[src/rtl/adcsmc_regs.svh]
`ifndef ADCSMC_REGS_SVH
`define ADCSMC_REGS_SVH
// Register select codes carried in the communications byte.
`define ADCSMC_SEL_COMMS        3'h0
`define ADCSMC_SEL_SETUP        3'h1
// Setup register reset value and field positions.
`define ADCSMC_SETUP_RESET      8'h01
`define ADCSMC_MODE_MSB         7
`define ADCSMC_MODE_LSB         6
`define ADCSMC_GAIN_MSB         5
`define ADCSMC_GAIN_LSB         3
`define ADCSMC_POL_BIT          2
`define ADCSMC_BUF_BIT          1
`define ADCSMC_HOLD_BIT         0
// Communications byte field positions.
`define ADCSMC_COM_ZERO_BIT     7
`define ADCSMC_COM_RS_MSB       6
`define ADCSMC_COM_RS_LSB       4
`define ADCSMC_COM_RD_BIT       3
`define ADCSMC_COM_CH_MSB       1
`define ADCSMC_COM_CH_LSB       0
// Filter settling is three output-update periods.
`define ADCSMC_SETTLE_PERIODS   2'h3
`endif

[src/rtl/adcsmc_pkg.sv]
package adcsmc_pkg;
    // Values of the operating mode field.
    typedef enum logic [1:0] {
        ADCSMC_MODE_NORMAL = 2'h0,
        ADCSMC_MODE_SELF   = 2'h1,
        ADCSMC_MODE_ZERO   = 2'h2,
        ADCSMC_MODE_FULL   = 2'h3
    } adcsmc_mode_t;

    // Settings handed to the analog front end.
    typedef struct packed {
        logic [7:0] gain_factor;
        logic       unipolar;
        logic       buffer_in;
        logic [1:0] channel_select;
        logic       noise_test;
        logic       hold_reset;
    } adcsmc_front_t;

    // Calibration step requests to the modulator side.
    typedef struct packed {
        logic busy;
        logic zero_scale;
        logic full_scale;
        logic internal_src;
    } adcsmc_cal_t;
endpackage

[src/rtl/adcsmc_top.sv]
// What this block does
// RULE1 - Setup register is eight bits, host may read and write it serially.
// RULE2 - Setup register has select code 001 and resets to 0x01.
// RULE3 - Layout: mode[7:6], gain[5:3], polarity, buffer, filter hold; hold resets one.
// RULE4 - Mode 00 runs continuous normal conversions on the selected channel.
// RULE5 - Mode 01 runs self-calibration, then clears mode to 00 and resumes.
// RULE6 - Self-cal zero point on shorted inputs, full point on reference over gain.
// RULE7 - Any calibration raises data-ready flag; lowers it when done with fresh result. A fresh result in the write cycle leaves it low instead.
// RULE8 - Mode 10 runs zero-scale system calibration, then mode returns to 00.
// RULE9 - Mode 11 runs full-scale system calibration, then mode returns to 00.
// RULE10 - Gain equals two raised to the three-bit gain code.
// RULE11 - Polarity bit clear is bipolar, set is unipolar.
// RULE12 - Buffer bit zero bypasses input buffer, one puts it in series.
// RULE13 - Filter hold set keeps filter, its control, calibration and modulator reset.
// RULE14 - After hold clears, first result comes after three update periods.
// RULE15 - Filter hold leaves serial port alone and does not raise a low flag.
// RULE16 - Channel-select bits steer work; code 10 shorts the common input.
// RULE17 - Writing a calibration code abandons conversion and starts calibration at once.
`include "adcsmc_regs.svh"
module adcsmc_top (
    // Clock and reset.
    input  wire logic                    clk_i,
    input  wire logic                    rst_n_i,
    // Three-wire serial port, sampled from outside the clock domain.
    input  wire logic                    sclk_i,
    input  wire logic                    din_i,
    input  wire logic                    cs_n_i,
    output logic                         dout_o,
    // Modulator side: update tick and step completion.
    input  wire logic                    update_tick_i,
    input  wire logic                    cal_step_done_i,
    // Front end settings and status.
    output adcsmc_pkg::adcsmc_front_t    front_o,
    output adcsmc_pkg::adcsmc_cal_t      cal_o,
    output logic                         convert_run_o,
    output logic                         result_valid_o,
    output logic                         result_pending_flag_n_o
);
    import adcsmc_pkg::*;

    ////////////////////////////////////////////////////////////////////////////
    // Reset release and input synchronisers.
    logic       rst_meta;
    logic       rst_n;
    logic [2:0] pin_meta;
    logic [2:0] pin_sync;
    logic       sclk_prev;

    // Reset is released through two flops so every register leaves it together.
    always_ff @(posedge clk_i or negedge rst_n_i) begin
        if (!rst_n_i) begin
            rst_meta <= 1'b0;
            rst_n    <= 1'b0;
        end else begin
            rst_meta <= 1'b1;
            rst_n    <= rst_meta;
        end
    end

    // Pins pass two flops; only the second stage is looked at.
    always_ff @(posedge clk_i or negedge rst_n) begin
        if (!rst_n) begin
            pin_meta  <= 3'h7;
            pin_sync  <= 3'h7;
            sclk_prev <= 1'b1;
        end else begin
            pin_meta  <= {cs_n_i, din_i, sclk_i};
            pin_sync  <= pin_meta;
            sclk_prev <= pin_sync[0];
        end
    end

    logic sclk_s;
    logic din_s;
    logic cs_n_s;
    logic sclk_rise;
    logic sclk_fall;
    assign sclk_s    = pin_sync[0];
    assign din_s     = pin_sync[1];
    assign cs_n_s    = pin_sync[2];
    assign sclk_rise = !cs_n_s && sclk_s && !sclk_prev;
    assign sclk_fall = !cs_n_s && !sclk_s && sclk_prev;

    ////////////////////////////////////////////////////////////////////////////
    // Serial shifter: a communications byte picks the next access.
    typedef enum logic [1:0] {SH_COMMS, SH_WRITE, SH_READ} sh_state_t;
    sh_state_t  sh_state;
    logic [2:0] bit_cnt;
    logic [7:0] shift_in;
    logic [7:0] shift_out;
    logic       setup_wr;
    logic [7:0] setup_wdata;
    logic [1:0] channel_select;
    logic [7:0] converter_setup;
    logic       result_pending_flag;
    logic [7:0] next_shift_in;
    assign next_shift_in = {shift_in[6:0], din_s};

    // Only the setup register and communications byte live here; other selects
    // are shifted through and dropped, and read back as zero.
    always_ff @(posedge clk_i or negedge rst_n) begin
        if (!rst_n) begin
            sh_state       <= SH_COMMS;
            bit_cnt        <= 3'h0;
            shift_in       <= 8'h00;
            shift_out      <= 8'h00;
            setup_wr       <= 1'b0;
            setup_wdata    <= 8'h00;
            channel_select <= 2'h0;
        end else begin
            setup_wr <= 1'b0;
            if (sclk_fall && sh_state == SH_READ) begin
                shift_out <= {shift_out[6:0], 1'b0};
            end
            if (sclk_rise) begin
                shift_in <= next_shift_in;
                case (sh_state)
                    SH_COMMS: begin
                        // A leading one holds the port at the first bit.
                        if (bit_cnt == 3'h0 && din_s) begin
                            bit_cnt <= 3'h0;
                        end else if (bit_cnt == 3'h7) begin
                            bit_cnt        <= 3'h0;
                            channel_select <= next_shift_in[`ADCSMC_COM_CH_MSB:`ADCSMC_COM_CH_LSB]; // [RULE16]
                            if (next_shift_in[`ADCSMC_COM_RD_BIT]) begin
                                sh_state <= SH_READ;
                                if (next_shift_in[`ADCSMC_COM_RS_MSB:`ADCSMC_COM_RS_LSB]
                                        == `ADCSMC_SEL_SETUP) begin
                                    shift_out <= converter_setup; // [RULE1]
                                end else if (next_shift_in[`ADCSMC_COM_RS_MSB:`ADCSMC_COM_RS_LSB]
                                        == `ADCSMC_SEL_COMMS) begin
                                    shift_out <= {result_pending_flag, 7'h00};
                                end else begin
                                    shift_out <= 8'h00;
                                end
                            end else begin
                                sh_state <= SH_WRITE;
                            end
                            setup_wdata <= {5'h00,
                                next_shift_in[`ADCSMC_COM_RS_MSB:`ADCSMC_COM_RS_LSB]};
                        end else begin
                            bit_cnt <= bit_cnt + 3'h1;
                        end
                    end
                    SH_WRITE: begin
                        bit_cnt <= bit_cnt + 3'h1;
                        if (bit_cnt == 3'h7) begin
                            sh_state    <= SH_COMMS;
                            setup_wr    <= (setup_wdata[2:0] == `ADCSMC_SEL_SETUP); // [RULE2]
                            setup_wdata <= next_shift_in;
                        end
                    end
                    SH_READ: begin
                        bit_cnt <= bit_cnt + 3'h1;
                        if (bit_cnt == 3'h7) begin
                            sh_state <= SH_COMMS;
                        end
                    end
                    default: begin
                        sh_state <= SH_COMMS;
                    end
                endcase
            end
        end
    end

    // Output bit stands from the falling edge; idle high-low is zero.
    always_ff @(posedge clk_i or negedge rst_n) begin
        if (!rst_n) begin
            dout_o <= 1'b0;
        end else begin
            dout_o <= (sh_state == SH_READ) ? shift_out[7] : 1'b0;
        end
    end

    ////////////////////////////////////////////////////////////////////////////
    // Calibration sequencer.
    typedef enum logic [1:0] {CAL_IDLE, CAL_ZERO, CAL_FULL} cal_state_t;
    cal_state_t   cal_state;
    adcsmc_mode_t wr_mode;
    logic         cal_done;
    logic         hold;
    assign wr_mode = adcsmc_mode_t'(setup_wdata[`ADCSMC_MODE_MSB:`ADCSMC_MODE_LSB]);
    assign hold    = converter_setup[`ADCSMC_HOLD_BIT];

    // Held in reset while filter hold is set; a calibration write restarts it.
    always_ff @(posedge clk_i or negedge rst_n) begin
        if (!rst_n) begin
            cal_state <= CAL_IDLE;
            cal_done  <= 1'b0;
        end else begin
            cal_done <= 1'b0;
            if (setup_wr && setup_wdata[`ADCSMC_HOLD_BIT]) begin
                cal_state <= CAL_IDLE;
            end else if (setup_wr) begin
                case (wr_mode)
                    ADCSMC_MODE_SELF: cal_state <= CAL_ZERO; // [RULE5] [RULE17]
                    ADCSMC_MODE_ZERO: cal_state <= CAL_ZERO; // [RULE8] [RULE17]
                    ADCSMC_MODE_FULL: cal_state <= CAL_FULL; // [RULE9] [RULE17]
                    default:          cal_state <= CAL_IDLE; // [RULE4]
                endcase
            end else if (hold) begin
                cal_state <= CAL_IDLE; // [RULE13]
            end else if (cal_step_done_i) begin
                case (cal_state)
                    CAL_ZERO: begin
                        if (converter_setup[`ADCSMC_MODE_MSB:`ADCSMC_MODE_LSB]
                                == ADCSMC_MODE_SELF) begin
                            cal_state <= CAL_FULL; // [RULE6]
                        end else begin
                            cal_state <= CAL_IDLE;
                            cal_done  <= 1'b1;
                        end
                    end
                    CAL_FULL: begin
                        cal_state <= CAL_IDLE;
                        cal_done  <= 1'b1;
                    end
                    default: cal_state <= CAL_IDLE;
                endcase
            end
        end
    end

    // Setup register; hardware clears the mode at calibration end.
    always_ff @(posedge clk_i or negedge rst_n) begin
        if (!rst_n) begin
            converter_setup <= `ADCSMC_SETUP_RESET; // [RULE2] [RULE3]
        end else if (setup_wr) begin
            converter_setup <= setup_wdata; // [RULE1]
        end else if (cal_done) begin
            converter_setup[`ADCSMC_MODE_MSB:`ADCSMC_MODE_LSB] <= ADCSMC_MODE_NORMAL; // [RULE5]
        end
    end

    ////////////////////////////////////////////////////////////////////////////
    // Filter settling and data-ready flag.
    logic [1:0] settle_cnt;
    logic       settled;
    logic       new_result;

    // The filter needs three update ticks before a result is trusted.
    always_ff @(posedge clk_i or negedge rst_n) begin
        if (!rst_n) begin
            settle_cnt <= 2'h0;
        end else if (hold || (setup_wr && wr_mode != ADCSMC_MODE_NORMAL)) begin
            settle_cnt <= 2'h0; // [RULE13]
        end else if (update_tick_i && settle_cnt != `ADCSMC_SETTLE_PERIODS) begin
            settle_cnt <= settle_cnt + 2'h1; // [RULE14]
        end
    end
    assign settled    = (settle_cnt == `ADCSMC_SETTLE_PERIODS);
    assign new_result = (update_tick_i && settled && cal_state == CAL_IDLE) || cal_done;

    // Flag is active high internally; set by a fresh result, cleared by a
    // calibration start. Hold never raises it, so a low pin stays low.
    always_ff @(posedge clk_i or negedge rst_n) begin
        if (!rst_n) begin
            result_pending_flag <= 1'b0;
        end else if (new_result) begin
            result_pending_flag <= 1'b1; // [RULE7] [RULE14]
        end else if (setup_wr && wr_mode != ADCSMC_MODE_NORMAL
                && !setup_wdata[`ADCSMC_HOLD_BIT]) begin
            result_pending_flag <= 1'b0; // [RULE7] [RULE15]
        end
    end

    ////////////////////////////////////////////////////////////////////////////
    // Registered outputs to the analog front end.
    function automatic logic [7:0] gain_of(input logic [2:0] code);
        gain_of = 8'h01 << code;
    endfunction

    always_ff @(posedge clk_i or negedge rst_n) begin
        if (!rst_n) begin
            front_o                 <= '0;
            cal_o                   <= '0;
            convert_run_o           <= 1'b0;
            result_valid_o          <= 1'b0;
            result_pending_flag_n_o <= 1'b1;
        end else begin
            front_o.gain_factor     <= gain_of(converter_setup[`ADCSMC_GAIN_MSB:`ADCSMC_GAIN_LSB]); // [RULE10]
            front_o.unipolar        <= converter_setup[`ADCSMC_POL_BIT]; // [RULE11]
            front_o.buffer_in       <= converter_setup[`ADCSMC_BUF_BIT]; // [RULE12]
            front_o.channel_select  <= channel_select; // [RULE16]
            front_o.noise_test      <= (channel_select == 2'h2); // [RULE16]
            front_o.hold_reset      <= hold; // [RULE13]
            cal_o.busy              <= (cal_state != CAL_IDLE);
            cal_o.zero_scale        <= (cal_state == CAL_ZERO);
            cal_o.full_scale        <= (cal_state == CAL_FULL);
            cal_o.internal_src      <= (converter_setup[`ADCSMC_MODE_MSB:`ADCSMC_MODE_LSB]
                                        == ADCSMC_MODE_SELF); // [RULE6]
            convert_run_o           <= !hold && cal_state == CAL_IDLE; // [RULE4]
            result_valid_o          <= new_result;
            result_pending_flag_n_o <= !result_pending_flag;
        end
    end
endmodule

[config.mk]
export PLATFORM = sky130hd
export DESIGN_NAME = adcsmc_top
export DESIGN_NICKNAME = d
export VERILOG_FILES = /design/src/rtl/adcsmc_pkg.sv /design/src/rtl/adcsmc_top.sv
export VERILOG_INCLUDE_DIRS = /design/src /design/src/rtl
export SDC_FILE = /design/constraint.sdc
export NUM_CORES = 1
export LEC_CHECK = 0
export ABC_AREA = 1
export BUFFER_PORTS_ARGS = -buffer_cell sky130_fd_sc_hd__buf_2
export CAP_MARGIN = 40
export CORE_ASPECT_RATIO = 0.7
export CORE_UTILIZATION = 35
export CTS_BUF_LIST = sky130_fd_sc_hd__clkbuf_4 sky130_fd_sc_hd__clkbuf_8 sky130_fd_sc_hd__clkbuf_16
export CTS_CLUSTER_DIAMETER = 30
export DETAILED_ROUTE_END_ITERATION = 16
export HOLD_SLACK_MARGIN = 0.03
export PLACE_DENSITY = 0.57
export SYNTH_ARGS = -nofsm -noshare
export SYNTH_HDL_FRONTEND = slang
export SYNTH_SLANG_ARGS = --single-unit
[constraint.sdc]
create_clock -name clk_i -period 3.1 [get_ports clk_i]
set_clock_uncertainty 0.15 [all_clocks]
set_input_delay 0 -clock clk_i [delete_from_list [all_inputs] [get_ports clk_i]]
set_output_delay 0 -clock clk_i [all_outputs]
set_load 0.02 [all_outputs]
==> out/metrics.csv <==
stage,metric,value,unit
outcome,outcome,"finished, final reports clean",
clock_network,clock sinks,76,
placement,RD Place Congestion,0.830,
clock_network,clock latency on the worst-skew pair,340,ps
layout,Final #Nets,403,
sta,RSZ-0062 raised after global routing,no,
logic_synthesis,Syn Inst Count,340,
floorplanning,Die ar.,9540,um2
logic_synthesis,"Net Count, Synth",360,
logic_synthesis,Post-synth EDFFs,0,
logic_synthesis,syn_area_per_cell,9.42,um2
drt,Wirelength per Cell,12.2,um
sta,Final Critical Period,1800,ps
critical_path,"most used cell, CP",nand2_1,
placement,HPWL after DPL,4.56,mm
placement,Placed Area,3490,um2
critical_path,Critical R2R Launch,sh_state[1],
sta,hold violation count in the final report,0,
drt,DR vias,2275,
clock_network,Num CTS Buffers,9,
critical_path,reg2reg path depth,7,
sta,setup TNS,0,ps
hold_path,hold crit path type,reg -> async,
critical_path,crit-path max FO,13,
critical_path,worst endpoint required time,3170,ps
clock_network,CTS Buffer Depth,2,
critical_path,CP Launch Point,sh_state[1],
logic_synthesis,Synth top area share,0.523,
global_route,met2 Usage GRT,0.198,
logic_synthesis,synth top area cells,"dfrtp_1, nand2_1, dfstp_2",
clock_network,hold_buf cts,7,
critical_path,"slowest stage delay, CP",410,ps
critical_path,worst-path cell chain,inv_1 > ha_1 > o21ai_0 > nor2_4 > nand2_4 > nand2_1 > nand2_1,
logic_synthesis,sequential area share after synthesis,0.597,
critical_path,Critical path buffers and inverters,1,
logic_synthesis,Synth Cell Area,3200,um2
sta,Setup-failing EPs final,0,
clock_network,post-CTS setup buffer count,0,
global_route,global-route wire length before repair,10.6,mm
drt,post-route ant nets,0,
sta,hold_ws,148,ps
critical_path,Setup crit start kind,register,
sta,"Period Utilization, post-route",0.580,
layout,antenna cells,0,
power,Pleak,1.97,nW
critical_path,crit path kind,reg -> reg,
clock_network,CTS tree,yes,
global_route,GRT Util Overall,0.152,
global_route,GR Util met3,0.0605,
sta,Tightest Pin Transition,645,ps
critical_path,Crit. End Element,register,
logic_synthesis,"area leader, netlist",dfrtp_1,
floorplanning,Die Y,82.0,um
power,Pwr Density,640,nW/um2
floorplanning,Initial Util,0.370,
placement,PortBufs,28,
critical_path,slowest cell on the critical path,dfrtp_1,
clock_network,"Reg clk slew, reported paths",50,ps
global_route,vias in the first global route,2102,
drt,routed vias/inst,4.48,
critical_path,Crit path max-delay family,simple AND/OR/NAND/NOR gates,
power,VDD IR-drop max,364,uV
clock_network,post_cts resized,0,
floorplanning,Cell Rows,28,
job,maxcap violations,0,
drt,DRC viols,0,
layout,filler instances,855,
layout,fin area,3850,um2
sta,max_slew headroom,0.570,
global_route,largest net degree at the start of global routing,32,
critical_path,R2R Setup Slk,1300,ps
logic_synthesis,Cell variety after synth,25,
floorplanning,Chip Width,116,um
logic_synthesis,Main synth FF type,dfrtp_1,
global_route,global-route track usage on met1,0.224,
sta,Pins Over Slew Limit,0,
critical_path,Worst EP arrival,1870,ps
layout,layout cells sized above 1,0.173,
drt,Final Routed Wirelength,6.21,mm
floorplanning,Ports,29,
logic_synthesis,Yosys reg bits,76,
clock_network,Root Driver,clkbuf_16,
layout,area grow syn2layout,20.2,%
floorplanning,Core Box Area,8650,um2
critical_path,reg-to-reg endpoint,setup_wdata[2],
drt,Starting DRT DRC Count,130,
logic_synthesis,Synth async-reset ratio,1.00,
logic_synthesis,Ys Warns,0,
sta,Highest Clock Rate,556,MHz
global_route,busiest grt layer,met1,
global_route,initial antenna violation count,0,
clock_network,# H-tree levels,3,
drt,DR pass1 iterations,4,
global_route,gr ovfl total,0,
==> cells by family after synthesis <==
family                     synth area share
buffers and inverters                0.0480
DFF                                   0.597
AOI/OAI and AO/OA                    0.0484
other                               0.00117
adders and majority gates            0.0508
and+or+nand+nor                       0.254
==> final cells by class <==
| cell class | count | area [um2] | area share |
|---|---|---|---|
| timing repair buffer | 37 | 225 | 0.0585 |
| multi-input combinational | 224 | 1140 | 0.295 |
| clock inverter | 5 | 52.6 | 0.0136 |
| inverter | 35 | 131 | 0.0341 |
| tap | 120 | 150 | 0.0390 |
| sequential | 76 | 1910 | 0.497 |
| clock buffer | 11 | 240 | 0.0624 |
==> placed cells by master, fill, tap and decap left out <==
master,count
nor2_4,3
dfstp_2,9
nor2_2,2
nand2_2,3
clkinvlp_4,1
nor2_1,19
nand2_1,105
dfrtp_2,1
clkbuf_4,2
nand4_4,1
dfrtp_1,66
o21ai_1,1
o21a_1,1
o21ai_0,17
bufinv_16,1
buf_2,28
o22ai_1,2
ha_1,13
nand3b_1,5
o21bai_1,2
nor3_1,11
clkinv_2,3
a21oi_1,6
inv_2,1
inv_1,34
clkbuf_16,9
nand3_1,28
dlygate4sd3_1,7
conb_1,1
nand4_1,3
nand2_4,1
buf_4,2
==> per-layer routing <==
metal	part of all wire	vias up
met5	0	-
met4	0.011	0
met1	0.55	1041
li1	-	1177
met2	0.38	51
met3	0.055	6
==> cells in the mapped netlist (3+ instances only) <==
library cell and number:
nand3_1 28, nand2_1 105, o21ai_0 17, buf_2 3
nor2_4 3, dfrtp_1 67, nor3_1 11, nand3b_1 5
nand4_1 3, dfstp_2 9, nor2_1 19, inv_1 34
nand2_2 3, a21oi_1 6, ha_1 13
==> report_power, final <==
group	internal [mW]	switching [mW]	total, mW
Sequential	1.07	0.0747	1.15
Combinational	0.105	0.193	0.298
Clock	0.636	0.383	1.02
==> worst max path at each step <==
stage | end | depth (start not counted) | slack [ps]
floorplan | bit_cnt[0] | 0 | 690
global placement | setup_wdata[2] | 7 | 1380
detailed placement | setup_wdata[2] | 7 | 1310
CTS | setup_wdata[2] | 7 | 1300
global route | setup_wdata[5] | 7 | 1080
finish | setup_wdata[2] | 7 | 1300
==> flip-flops by register name, summed over array words and instances, names as in the netlist, 2 cells and up <==
signal           count
bit_cnt              3
cal_o                4
cal_state            2
channel_select       2
converter_setup      8
front_o             14
pin_meta             3
pin_sync             3
settle_cnt           2
setup_wdata          8
sh_state             2
shift_in             7
shift_out            8
==> stage by stage <==
step | setup WS, ps | utilization | power, mW | instances
floorplan | 692 | - | 1.37 | 340
global placement | 1380 | 0.403 | 1.45 | 485
detailed placement | 1310 | 0.403 | 1.46 | 485
CTS | 1300 | 0.445 | 2.50 | 508
global route | 1080 | 0.445 | 2.60 | 508
finish | 1300 | 0.445 | 2.46 | 508
(Power assumes the default switching activity.)
